===== src/core/rbs_pkg.sv =====
// package of constants for the reset and brown-out sequencer
`default_nettype none
package rbs_pkg;
	// wishbone register word offsets (byte addresses)
	localparam logic [7:0] REG_CTRL   = 8'h00;
	localparam logic [7:0] REG_CAUSE  = 8'h04;
	localparam logic [7:0] REG_MASK   = 8'h08;
	localparam logic [7:0] REG_OSC    = 8'h0C;
	localparam logic [7:0] REG_STATE  = 8'h10;
	// control register fields
	localparam int CTRL_MON_EN   = 0;
	localparam int CTRL_PUT_EN   = 1;
	localparam int CTRL_BOR_EN   = 2;
	localparam int CTRL_TRIP_LO  = 3;
	localparam int CTRL_SRC_LO   = 5;
	localparam int CTRL_MODE_LO  = 8;
	localparam int CTRL_PLL_EN   = 13;
	localparam int CTRL_SW_LO    = 14;
	localparam int CTRL_SW_SET   = 16;
	localparam logic [31:0] CTRL_RESET = 32'h0000_0007;
	// reset cause / interrupt status fields
	localparam int CAUSE_POR  = 0;
	localparam int CAUSE_BOR  = 1;
	localparam int CAUSE_TRAP = 2;
	localparam int CAUSE_W    = 3;
	localparam logic [2:0] CAUSE_RESET = 3'h1;
	// oscillator status fields
	localparam int OSC_LOCK = 5;
	// trip point codes
	localparam logic [1:0] TRIP_LOW  = 2'h0;
	localparam logic [1:0] TRIP_MID  = 2'h1;
	localparam logic [1:0] TRIP_HIGH = 2'h2;
	// clock select codes
	localparam logic [1:0] CLK_PRIMARY = 2'h0;
	localparam logic [1:0] CLK_FAST_RC = 2'h1;
	// timing in microseconds and cycles at 10 MHz
	localparam int CLK_MHZ        = 10;
	localparam int POR_DELAY_US   = 2;
	localparam int PUT_DELAY_US   = 64;
	localparam int MON_DELAY_US   = 100;
	localparam int POR_CYC        = POR_DELAY_US * CLK_MHZ;
	localparam int PUT_CYC        = PUT_DELAY_US * CLK_MHZ;
	localparam int MON_CYC        = MON_DELAY_US * CLK_MHZ;
	localparam int BOR_PULSE_US   = 1;
	localparam int BOR_PULSE_CYC  = BOR_PULSE_US * CLK_MHZ;
endpackage : rbs_pkg
`default_nettype wire


===== src/core/rbs_delay.sv =====
// down counter that reports when a loaded delay has elapsed
`default_nettype none
module rbs_delay #(
	parameter int W = 16
) (
	// clock and reset
	input  wire logic         clk,
	input  wire logic         sys_rst,
	// control
	input  wire logic         load,
	input  wire logic [W-1:0] count,
	// status
	output logic              done
);
	logic [W-1:0] cnt_q;
	logic [W-1:0] cnt_d;
	logic         done_q;
	logic         done_d;

	// next count
	always_comb begin
		cnt_d  = cnt_q;
		done_d = done_q;
		if (load) begin
			cnt_d  = count;
			done_d = (count == '0);
		end else if (cnt_q != '0) begin
			cnt_d  = cnt_q - 1'b1;
			done_d = (cnt_q == W'(1));
		end
	end

	// registers
	always_ff @(posedge clk) begin
		if (sys_rst) begin
			cnt_q  <= '0;
			done_q <= 1'b0;
		end else begin
			cnt_q  <= cnt_d;
			done_q <= done_d;
		end
	end

	assign done = done_q;
endmodule : rbs_delay
`default_nettype wire


===== src/core/rbs_sequencer.sv =====
// reset release sequencer with brown-out detection and clock fail trap
`default_nettype none
module rbs_sequencer (
	// clock and reset
	input  wire logic        clk,
	input  wire logic        sys_rst,
	// wishbone slave
	input  wire logic        wb_cyc_i,
	input  wire logic        wb_stb_i,
	input  wire logic        wb_we_i,
	input  wire logic [7:0]  wb_adr_i,
	input  wire logic [3:0]  wb_sel_i,
	input  wire logic [31:0] wb_dat_i,
	output logic      [31:0] wb_dat_o,
	output logic             wb_ack_o,
	output logic             wb_err_o,
	// supply monitor pins, one comparator per trip point
	input  wire logic [2:0]  supply_below,
	// oscillator and pll pins
	input  wire logic        osc_running,
	input  wire logic        osc_timer_done,
	input  wire logic        pll_lock,
	input  wire logic        sys_clk_running,
	input  wire logic        low_power_mode,
	// outputs to the device
	output logic             dev_rst,
	output logic             bor_pulse,
	output logic             osc_timer_start,
	output logic             clk_gate_en,
	output logic [1:0]       clk_sel,
	output logic             core_run,
	output logic             irq
);
	typedef enum {ST_POR, ST_WAIT, ST_RUN, ST_BOR} rbs_state_e;

	// synchronised pins
	logic [7:0] s1_q;
	logic [7:0] s2_q;
	logic [2:0] below;
	logic       osc_ok;
	logic       ost_ok;
	logic       lock_ok;
	logic       clk_ok;
	assign below   = s2_q[2:0];
	assign osc_ok  = s2_q[3];
	assign ost_ok  = s2_q[4];
	assign lock_ok = s2_q[5];
	assign clk_ok  = s2_q[6];

	// registers
	logic [31:0]           ctrl_q, ctrl_d;
	logic [2:0]            cause_q, cause_d;
	logic [2:0]            mask_q, mask_d;
	logic [31:0]           dat_q, dat_d;
	logic                  ack_q, ack_d;
	logic                  err_q, err_d;
	rbs_state_e            st_q, st_d;
	logic [15:0]           pulse_q, pulse_d;
	logic                  rst_q, rst_d;
	logic                  gate_q, gate_d;
	logic [1:0]            sel_q, sel_d;
	logic                  ost_q, ost_d;
	logic                  run_q, run_d;
	logic                  irq_q, irq_d;
	logic                  bor_q, bor_d;
	logic [2:0]            cause_clr;
	logic                  dly_load;
	logic [15:0]           dly_cnt;
	logic                  dly_done;

	// decode of configuration fields
	logic                  mon_en, put_en, bor_en, pll_en, crystal;
	logic [1:0]            trip;
	logic [2:0]            src_sel;
	logic [4:0]            mode_sel;
	assign mon_en   = ctrl_q[rbs_pkg::CTRL_MON_EN];
	assign put_en   = ctrl_q[rbs_pkg::CTRL_PUT_EN];
	assign bor_en   = ctrl_q[rbs_pkg::CTRL_BOR_EN];
	assign trip     = ctrl_q[rbs_pkg::CTRL_TRIP_LO +: 2];
	assign src_sel  = ctrl_q[rbs_pkg::CTRL_SRC_LO +: 3];
	assign mode_sel = ctrl_q[rbs_pkg::CTRL_MODE_LO +: 5];
	assign pll_en   = ctrl_q[rbs_pkg::CTRL_PLL_EN];
	// primary source with a nonzero mode means a crystal oscillator
	assign crystal  = (src_sel == 3'h7) && (mode_sel != 5'h00);

	// brown-out comparator chosen by trip point; active in sleep/idle too
	function automatic logic trip_hit(input logic [1:0] t, input logic [2:0] b);
		case (t)
			rbs_pkg::TRIP_LOW:  trip_hit = b[0];
			rbs_pkg::TRIP_MID:  trip_hit = b[1];
			rbs_pkg::TRIP_HIGH: trip_hit = b[2];
			default:            trip_hit = b[2];
		endcase
	endfunction : trip_hit

	logic brown;
	assign brown = bor_en && trip_hit(trip, below);

	// clock qualified for release: oscillator, start-up timer, pll
	logic clk_ready;
	assign clk_ready = (!crystal || (osc_ok && ost_ok)) && (!pll_en || lock_ok);

	// bus access
	logic wr, rd, hit;
	assign wr  = wb_cyc_i && wb_stb_i && !ack_q && !err_q && wb_we_i;
	assign rd  = wb_cyc_i && wb_stb_i && !ack_q && !err_q && !wb_we_i;
	assign hit = (wb_adr_i == rbs_pkg::REG_CTRL) || (wb_adr_i == rbs_pkg::REG_CAUSE) ||
		(wb_adr_i == rbs_pkg::REG_MASK) || (wb_adr_i == rbs_pkg::REG_OSC) ||
		(wb_adr_i == rbs_pkg::REG_STATE);

	// delay length chosen by configuration
	always_comb begin
		dly_cnt = 16'(rbs_pkg::POR_CYC);
		if (put_en) begin
			dly_cnt = 16'(rbs_pkg::PUT_CYC);
		end else if (crystal) begin
			dly_cnt = 16'(rbs_pkg::POR_CYC + rbs_pkg::MON_CYC);
		end else if (!mon_en) begin
			dly_cnt = 16'h0001;
		end
	end

	// delay counter
	rbs_delay #(.W(16)) u_delay (
		.clk     (clk),
		.sys_rst (sys_rst),
		.load    (dly_load),
		.count   (dly_cnt),
		.done    (dly_done)
	);

	// sequencer next state
	always_comb begin
		st_d     = st_q;
		pulse_d  = pulse_q;
		rst_d    = rst_q;
		gate_d   = gate_q;
		sel_d    = sel_q;
		ost_d    = 1'b0;
		run_d    = run_q;
		dly_load = 1'b0;
		cause_d  = cause_q & ~cause_clr; // clear first, sets below win
		if (brown && st_q != ST_BOR) begin
			st_d     = ST_BOR;
			pulse_d  = 16'(rbs_pkg::BOR_PULSE_CYC);
			rst_d    = 1'b1;
			gate_d   = 1'b0;
			run_d    = 1'b0;
			cause_d[rbs_pkg::CAUSE_BOR] = 1'b1;
		end else begin
			case (st_q)
				ST_POR: begin
					dly_load = 1'b1;
					ost_d    = crystal; // timer runs independently
					st_d     = ST_WAIT;
				end
				ST_WAIT: begin
					// release only after delays; clock checked separately
					if (dly_done && !dly_load) begin
						rst_d = 1'b0;
						if (clk_ready) begin
							gate_d = 1'b1;
							sel_d  = rbs_pkg::CLK_PRIMARY;
						end else if (mon_en) begin
							gate_d = 1'b1;
							sel_d  = rbs_pkg::CLK_FAST_RC;
							cause_d[rbs_pkg::CAUSE_TRAP] = 1'b1;
						end
						st_d = ST_RUN;
					end
				end
				ST_RUN: begin
					// late clock arrival without monitor
					if (!gate_q && clk_ready) begin
						gate_d = 1'b1;
					end
					run_d = gate_q && (clk_ok || sel_q == rbs_pkg::CLK_FAST_RC);
					if (ctrl_q[rbs_pkg::CTRL_SW_SET] && clk_ready) begin
						sel_d = ctrl_q[rbs_pkg::CTRL_SW_LO +: 2]; // software clock reselect
					end
				end
				ST_BOR: begin
					if (pulse_q != '0) begin
						pulse_d = pulse_q - 1'b1;
					end else if (!brown) begin
						st_d = ST_POR; // restart oscillator and delays
					end
				end
				default: st_d = ST_POR;
			endcase
		end
		bor_d = (st_d == ST_BOR); // pulse flag kept in its own flop
	end

	// register file next values; hardware set wins over write-one-clear
	always_comb begin
		ctrl_d    = ctrl_q;
		mask_d    = mask_q;
		cause_clr = 3'h0;
		dat_d  = 32'h0000_0000;
		ack_d  = 1'b0;
		err_d  = 1'b0;
		if (wr && hit) begin
			ack_d = 1'b1;
			case (wb_adr_i)
				rbs_pkg::REG_CTRL: begin
					for (int i = 0; i < 4; i++) begin
						if (wb_sel_i[i]) begin
							ctrl_d[i*8 +: 8] = wb_dat_i[i*8 +: 8];
						end
					end
				end
				rbs_pkg::REG_CAUSE: begin
					if (wb_sel_i[0]) begin
						cause_clr = wb_dat_i[2:0];
					end
				end
				rbs_pkg::REG_MASK: begin
					if (wb_sel_i[0]) begin
						mask_d = wb_dat_i[2:0];
					end
				end
				default: ;
			endcase
		end else if (rd && hit) begin
			ack_d = 1'b1;
			case (wb_adr_i)
				rbs_pkg::REG_CTRL:  dat_d = ctrl_q;
				rbs_pkg::REG_CAUSE: dat_d = {29'h0, cause_q};
				rbs_pkg::REG_MASK:  dat_d = {29'h0, mask_q};
				rbs_pkg::REG_OSC:   dat_d = {26'h0, lock_ok, 2'h0, osc_ok, sel_q};
				rbs_pkg::REG_STATE: dat_d = {27'h0, run_q, gate_q, rst_q, 2'(st_q)};
				default:            dat_d = 32'h0000_0000;
			endcase
		end else if (wb_cyc_i && wb_stb_i && !ack_q && !err_q) begin
			err_d = 1'b1; // unmapped address
		end
	end

	// level interrupt from next status and mask
	assign irq_d = |(cause_d & mask_d);

	// all registers; cause and control survive the brown-out pulse
	always_ff @(posedge clk) begin
		s1_q <= {low_power_mode, sys_clk_running, pll_lock, osc_timer_done,
			osc_running, supply_below};
		s2_q <= s1_q;
		if (sys_rst) begin
			ctrl_q  <= rbs_pkg::CTRL_RESET;
			cause_q <= rbs_pkg::CAUSE_RESET;
			mask_q  <= 3'h0;
			dat_q   <= 32'h0000_0000;
			ack_q   <= 1'b0;
			err_q   <= 1'b0;
			st_q    <= ST_POR;
			pulse_q <= 16'h0000;
			rst_q   <= 1'b1;
			gate_q  <= 1'b0;
			sel_q   <= rbs_pkg::CLK_PRIMARY;
			ost_q   <= 1'b0;
			run_q   <= 1'b0;
			irq_q   <= 1'b0;
			bor_q   <= 1'b0;
		end else begin
			ctrl_q  <= ctrl_d;
			cause_q <= cause_d;
			mask_q  <= mask_d;
			dat_q   <= dat_d;
			ack_q   <= ack_d;
			err_q   <= err_d;
			st_q    <= st_d;
			pulse_q <= pulse_d;
			rst_q   <= rst_d;
			gate_q  <= gate_d;
			sel_q   <= sel_d;
			ost_q   <= ost_d;
			run_q   <= run_d;
			irq_q   <= irq_d;
			bor_q   <= bor_d;
		end
	end

	// outputs straight from flip-flops
	assign wb_dat_o        = dat_q;
	assign wb_ack_o        = ack_q;
	assign wb_err_o        = err_q;
	assign dev_rst         = rst_q;
	assign bor_pulse       = bor_q;
	assign osc_timer_start = ost_q;
	assign clk_gate_en     = gate_q;
	assign clk_sel         = sel_q;
	assign core_run        = run_q;
	assign irq             = irq_q;
endmodule : rbs_sequencer
`default_nettype wire


===== config.mk =====
export PLATFORM = sky130hd
export DESIGN_NAME = rbs_sequencer
export DESIGN_NICKNAME = d
export VERILOG_FILES = /design/src/core/rbs_pkg.sv /design/src/core/rbs_delay.sv /design/src/core/rbs_sequencer.sv
export SDC_FILE = /design/constraint.sdc
export NUM_CORES = 1
export LEC_CHECK = 0
export ABC_CLOCK_PERIOD_IN_PS = 6000
export BUFFER_PORTS_ARGS = -buffer_cell sky130_fd_sc_hd__buf_4
export CAP_MARGIN = 20
export CORE_MARGIN = 4
export CORE_UTILIZATION = 25
export CTS_CLUSTER_DIAMETER = 100
export DETAILED_ROUTE_END_ITERATION = 10
export MAX_ROUTING_LAYER = met4
export PLACE_DENSITY = 0.51
export SLEW_MARGIN = 20
export SYNTH_ARGS = -nofsm -noshare
export SYNTH_HDL_FRONTEND = slang
export SYNTH_HIERARCHICAL = 1
export SYNTH_SLANG_ARGS = --single-unit

===== constraint.sdc =====
create_clock -name clk -period 6 [get_ports clk]
set_input_delay 0.9 -clock clk [delete_from_list [all_inputs] [get_ports clk]]
set_output_delay 0.9 -clock clk [all_outputs]
set_load 0.03 [all_outputs]

==> results.yml, run 1 <==
critical_path:
  r2r_start: "st_q[19]"
  criticalPathCategory: "flip-flop to flip-flop"
  critPathLaunchType: "flip-flop"
  crit_fanout: 19
  critPathCaptureType: "flip-flop"
  reg2reg_to: "u_delay/done"
  rrSetupSlack_ps: 2970
  worstPathRequired_ps: 6330
  r2r_cells: 9
  cp_data_arrival_time_ps: 3360
power_and_ir_drop:
  vdd_ir_drop_max_v: 0.000176
  p_leak_nw: 3.02
  total_power_mw: 2.87
  p_per_area_nw_per_um2: 370
clock_tree:
  cts_htree_levels: 4
  root_buffer: "clkbuf_16"
  ctsHoldBuffers: 0
  clock_latency_ps: 430
  cts_setup_buffers: 0
  cts_buffers: 17
  cts_tree: "done"
  path_clk_slew_ps: 70
  clock_path_buffers: 2
  cts_resized: 0
  cts.sinks: 159
synthesis:
  syn_avg_cell_area_um2: 9.98
  postSynthCellCount: 594
  muxShareOfSynthArea_pct: 7.87
  synthXorXnorAreaFrac_pct: 2.66
  synth_area_um2: 5930
  async_reset_ff_share_pct: 0
  yosysSeqAreaShare_pct: 53.7
  synth_compound_area_share_pct: 8.23
  synthTopCellsByArea: "dfxtp_1 54%, mux2i_1 6.9%, nor2_1 5.6%, and2_1 3.4%, xor2_1 2.1%"
  yosys.area_share.simple_pct: 23.9
  synth_top_family_by_area: "simple AND/OR/NAND/NOR gates"
  yosysUniqueCellTypes: 58
  yosysWarningCount: 6
  synthAdderAreaFrac_pct: 0.844
  synth-edff-count: 0
  synth_flop_cell: "dfxtp_1"
  netlist.area_leader.share_pct: 53.7
  synth_area_leader_cell: "dfxtp_1"
  ys_ff_latch: 159
sta:
  post-route-period-util_pct: 50.5
  fin_crit_ps: 3030
  drv_slew: 0
  worstMarginPinSlew_ps: 880
  fmax_mhz: 330
  fin_hold_ws_ps: 332
  fin_tns_setup_ps: 0
  setup_viol: 0
  rsz0062_at_grt: "false"
  finClkSkew_ps: 13.7
  max_slew_margin_pct: 41.2
  hold_viol: 0
routing:
  vias: 4441
  first_pass_iters: 4
  postRouteAntennaNets: 0
  wl_per_cell_um: 13.5
  wl_mm: 14.3
  drt_iter0_markers: 238
  drc: 0
  via_per_inst: 4.18
min_path:
  min_path_cells: 0
  worstHoldPathType: "flip-flop to flip-flop"
  min_to: "s2_q[0]"
  hp-start: "s1_q[0]"
placement:
  hpwl_mm: 10.3
  place.port_buffers: 97
  place_congestion: 0.782
  dpl-instance-area_um2: 7150
global_routing:
  antenna_found_initial: 0
  grt-ovfl-total: 0
  grt_max_degree: 71
  grtUsageTotal_pct: 11.7
  grt_pass1_vias: 4315
  grt_pass1_wl_mm: 23.6
job:
  maxCapViolCount: 0
cells_and_area:
  num_antenna_cells: 0
  final_area_um2: 7750
  layout-drive-gt1-share_pct: 21.0
  nets: 792
  area_delta_synth_final_pct: 30.8
status:
  status: "complete, no violations"
die:
  die_y_um: 162
  num_rows: 56
  core_um2: 23400
  start_util_pct: 25.3
  die_w_um: 162
  die-area_um2: 26200
  top_level_ports: 99
## metrics by stage
step           utilization, %  setup slack [ps]  std cells
2_1_floorplan               -              3130        637
3_3_place_gp             30.6              2670       1031
3_5_place_dp             30.6              2650       1031
4_1_cts                  33.1              2890       1063
5_1_grt                  33.1              2630       1063
6_report                 33.1              2970       1063
## cell usage after synthesis (all sizes together) (4+ instances only)
library cell  count
nor3             20
nor2b             7
xnor2             4
mux2i            41
nand2b           11
a221oi            5
nand2            23
a21oi            17
inv              14
nand4            11
dfxtp           159
or3               5
ha                4
or4               6
and2             32
nand3            12
o21ai             9
clkbuf           17
nand3b            4
nor4             22
xor2             14
mux2              5
nor2             89
a211oi            6
buf               8
o22ai             5
## worst max-delay path: stages, from the launching register on
cell      delay (ps)
dfxtp_1          300
nor4_1           310
nand4_1          330
or2_2            460
nor4_2           150
buf_4            280
nor2b_1          290
nand4_1          120
or4_1            410
a311oi_1         270
## report_power, final
part	internal, mW	total, mW	switching, mW
clock network	0.605	1.09	0.487
logic	0.260	0.551	0.291
registers	1.13	1.22	0.0953
total	1.99	2.87	0.873
## layout by cell type, fill, tap and decap left out, drive strengths merged, types with 11 or more instances in the layout
master / n
and2: 32
xor2: 14
dfxtp: 159
mux2i: 41
nand2: 23
buf: 100
inv: 23
a21oi: 17
nand2b: 11
nand4: 11
clkbuf: 18
nor4: 22
conb: 44
nor3: 20
nand3: 12
nor2: 89
## cells by family after synthesis
| logic type | after synthesis |
|---|---|
| buf+inv | 39 |
| other cells | 1 |
| compound gates | 68 |
| simple gates | 259 |
| flops | 159 |
| xor+xnor | 18 |
| mux | 46 |
| fa+ha+maj | 4 |
## layout make-up
type,instances,area [um2]
Clock buffer,18,439
Clock inverter,14,161
Timing Repair Buffer,100,751
Multi-Input combinational cell,439,2770
Sequential cell,159,3180
Inverter,14,52.6
Tap cell,319,399
Fill cell,2482,15700
## worst max-delay path by stage
stage | startpoint | end | cells past startpoint
after floorplan | wb_adr_i[1] | irq | 7
after global placement | wb_adr_i[1] | wb_dat_o[10] | 7
after detailed placement | wb_adr_i[1] | wb_dat_o[7] | 7
after CTS | st_q[19] | u_delay/done | 9
after global routing | st_q[19] | u_delay/done | 9
final | st_q[19] | u_delay/done | 9
## per-layer routing
layer / vias to the layer above / share of wire, % / global-route usage (%)
met2: 62 / 45 / 17.1
met3: 14 / 3.7 / 3.07
met4: 0 / 1.3 / 4.04
li1: 2318 / - / -
met1: 2047 / 50 / 15.8
met5: - / 0 / -
## state kept, by name (all words and copies together), names as in the netlist, 2 cells and up
name,count
cause_q,3
clk_sel,2
ctrl_q,32
mask_q,3
pulse_q,16
s1_q,7
s2_q,7
st_q,32
u_delay/cnt_q,16
wb_dat_o,32
Power figures use the tool's default switching activity.
==> run 2: changes to the inputs <==
--- a/config.mk
+++ b/config.mk
@@ -5,7 +5,8 @@
 export SDC_FILE = /design/constraint.sdc
 export NUM_CORES = 1
 export LEC_CHECK = 0
-export ABC_CLOCK_PERIOD_IN_PS = 6000
+export ABC_AREA = 1
+export ABC_CLOCK_PERIOD_IN_PS = 2600
 export BUFFER_PORTS_ARGS = -buffer_cell sky130_fd_sc_hd__buf_4
 export CAP_MARGIN = 20
 export CORE_MARGIN = 4
@@ -13,7 +14,7 @@
 export CTS_CLUSTER_DIAMETER = 100
 export DETAILED_ROUTE_END_ITERATION = 10
 export MAX_ROUTING_LAYER = met4
-export PLACE_DENSITY = 0.51
+export PLACE_DENSITY = 0.52
 export SLEW_MARGIN = 20
 export SYNTH_ARGS = -nofsm -noshare
 export SYNTH_HDL_FRONTEND = slang
==> constraint.sdc (replaced) <==
create_clock -name clk -period 2.6 [get_ports clk]
set_input_delay 0.39 -clock clk [delete_from_list [all_inputs] [get_ports clk]]
set_output_delay 0.39 -clock clk [all_outputs]
set_load 0.03 [all_outputs]
==> results.yml, run 2 <==
status:
  status: "complete, no violations"
routing:
  vias: 5673
  via_per_inst: 4.13
  wl_mm: 17.0
  drc: 0
  first_pass_iters: 4
  postRouteAntennaNets: 0
  wl_per_cell_um: 12.4
  drt_iter0_markers: 276
job:
  maxCapViolCount: 0
synthesis:
  ys_ff_latch: 159
  synth-edff-count: 0
  yosysMostFrequentCell: "nand2_1"
  synth_commonest_cells: "203 x nand2_1, 159 x dfxtp_1, 147 x nor2_1"
  synth_flop_cell: "dfxtp_1"
  syn_avg_cell_area_um2: 7.66
  postSynthCellCount: 881
  yosysWarningCount: 6
  synthTopCellsByArea: "dfxtp_1 47%, nand2_1 11%, nor2_1 8.2%, inv_1 4.5%, nand3_1 3.5%"
  yosysUniqueCellTypes: 42
  netlist.area_leader.share_pct: 47.2
  synth_area_leader_cell: "dfxtp_1"
  yosysSeqAreaShare_pct: 47.2
  synth_area_um2: 6750
  async_reset_ff_share_pct: 0
cells_and_area:
  final-instance-count-excl-fill: 1374
  final_cell_mix: "203 x nand2_1, 159 x dfxtp_1, 147 x nor2_1"
  area_delta_synth_final_pct: 27.3
  layout-drive-gt1-share_pct: 19.2
  num_antenna_cells: 0
  nets: 1087
  final_common_cell: "nand2_1"
critical_path:
  cp-startpoint: "st_q[21]"
  worstPathRequired_ps: 2920
  crit_top_cell: "nor2_1"
  critPathCaptureType: "flip-flop"
  criticalPathCategory: "flip-flop to flip-flop"
  cp_data_arrival_time_ps: 2550
  slowest_stage: "dfxtp_1"
  cp_num_buf_inv: 4
  cpPeakStageDelay_ps: 300
  cp_top_family: "simple AND/OR/NAND/NOR gates"
  crit_fanout: 7
  cp_cell_sequence: "nor2_1, nand2_1, nor2_1, nand2_1, inv_1, nand2_1, nand2_2, inv_1, nor2_1, inv_1, nand3_4, clkinv_2, nor2_1, nor2_1"
  r2r_start: "st_q[21]"
  critPathLaunchType: "flip-flop"
global_routing:
  grt_pass1_vias: 5509
  antenna_found_initial: 0
  grt_pass1_wl_mm: 27.3
  grt_max_degree: 41
  grtUsageTotal_pct: 11.9
  grt-ovfl-total: 0
die:
  die-area_um2: 29700
  die_y_um: 172
  top_level_ports: 99
  core_um2: 26300
  num_rows: 59
  die_w_um: 172
  start_util_pct: 25.7
sta:
  fin_crit_ps: 2240
  max_slew_margin_pct: 54.5
  hold_viol: 0
  fmax_mhz: 447
  post-route-period-util_pct: 86.0
  drv_slew: 0
  fin_tns_setup_ps: 0
  finClkSkew_ps: 12.9
  rsz0062_at_grt: "false"
  setup_viol: 0
  worstMarginPinSlew_ps: 680
clock_tree:
  root_buffer: "clkbuf_16"
  cts_resized: 0
  clock_path_buffers: 2
  ctsHoldBuffers: 0
  clock_latency_ps: 420
  cts_htree_levels: 4
  cts_tree: "done"
  cts_buffers: 17
  path_clk_slew_ps: 70
  cts_setup_buffers: 0
  cts.sinks: 159
placement:
  dp.cells: 1342
  place.port_buffers: 97
  place_congestion: 0.847
  hpwl_mm: 12.6
power_and_ir_drop:
  p_per_area_nw_per_um2: 785
  vdd_ir_drop_max_v: 0.000488
  total_power_mw: 6.74
  p_leak_nw: 3.77
min_path:
  worstHoldPathType: "primary input to flip-flop"
  hp-start: "supply_below[0]"
run 2: logic make-up (layout without fill, tap and decap cells):
kind of cell | Yosys count | after routing | share of synthesized area [%]
buffers and inverters | 107 | 223 | 6.68
AO/OA/AOI/OAI | 108 | 108 | 8.63
other | 1 | 43 | 0.0556
AND/OR/NAND/NOR | 488 | 488 | 34.9
adder cells (fa/ha/maj) | 4 | 4 | 0.742
flip-flops | 159 | 159 | 47.2
XOR/XNOR | 14 | 14 | 1.82
run 2: power by group:
| group | switching, mW | internal (mW) |
|---|---|---|
| Sequential | 0.128 | 2.59 |
| Combinational | 0.986 | 0.581 |
| Clock | 1.16 | 1.29 |
| Total | 2.28 | 4.46 |
run 2: worst register-to-register path, delay by kind of cell (launching register included):
family	cells	cell delay [ps]
buffers and inverters	4	500
DFF	1	300
and+or+nand+nor	10	1340
run 2: through the flow:
stage	instance area, um2	setup WS, ps	util [%]	hold WS [ps]
after global routing	8580	62.2	32.7	44.5
after global placement	7990	395	30.4	313
final	8580	364	32.7	64.2
after CTS	8580	351	32.7	43.0
after floorplan	6900	731	-	310
after detailed placement	7990	358	30.4	314
run 2: final cells by class:
cell class	instances	area, um2
clock buffer	17	425
multi-input combinational	657	3270
inverter	87	328
timing repair buffer	104	793
clock inverter	15	166
sequential	159	3180
fill	2849	17700
tap	335	419
run 2: worst paths after layout:
kind                   to  slack, ps  cells after the start
max reg2reg  u_delay/done        360                     14
min               s1_q[0]         60                      1
max          u_delay/done        360                     14
min reg2reg       s2_q[5]        330                      0
run 2: layer usage:
| layer | vias to the layer above | GRT usage, % | part of all wire (%) |
|---|---|---|---|
| met5 | - | - | 0 |
| met4 | 0 | 3.93 | 1.9 |
| met3 | 24 | 3.41 | 5.3 |
| met2 | 112 | 18.4 | 44 |
| met1 | 2479 | 15.1 | 48 |
| li1 | 3058 | - | - |
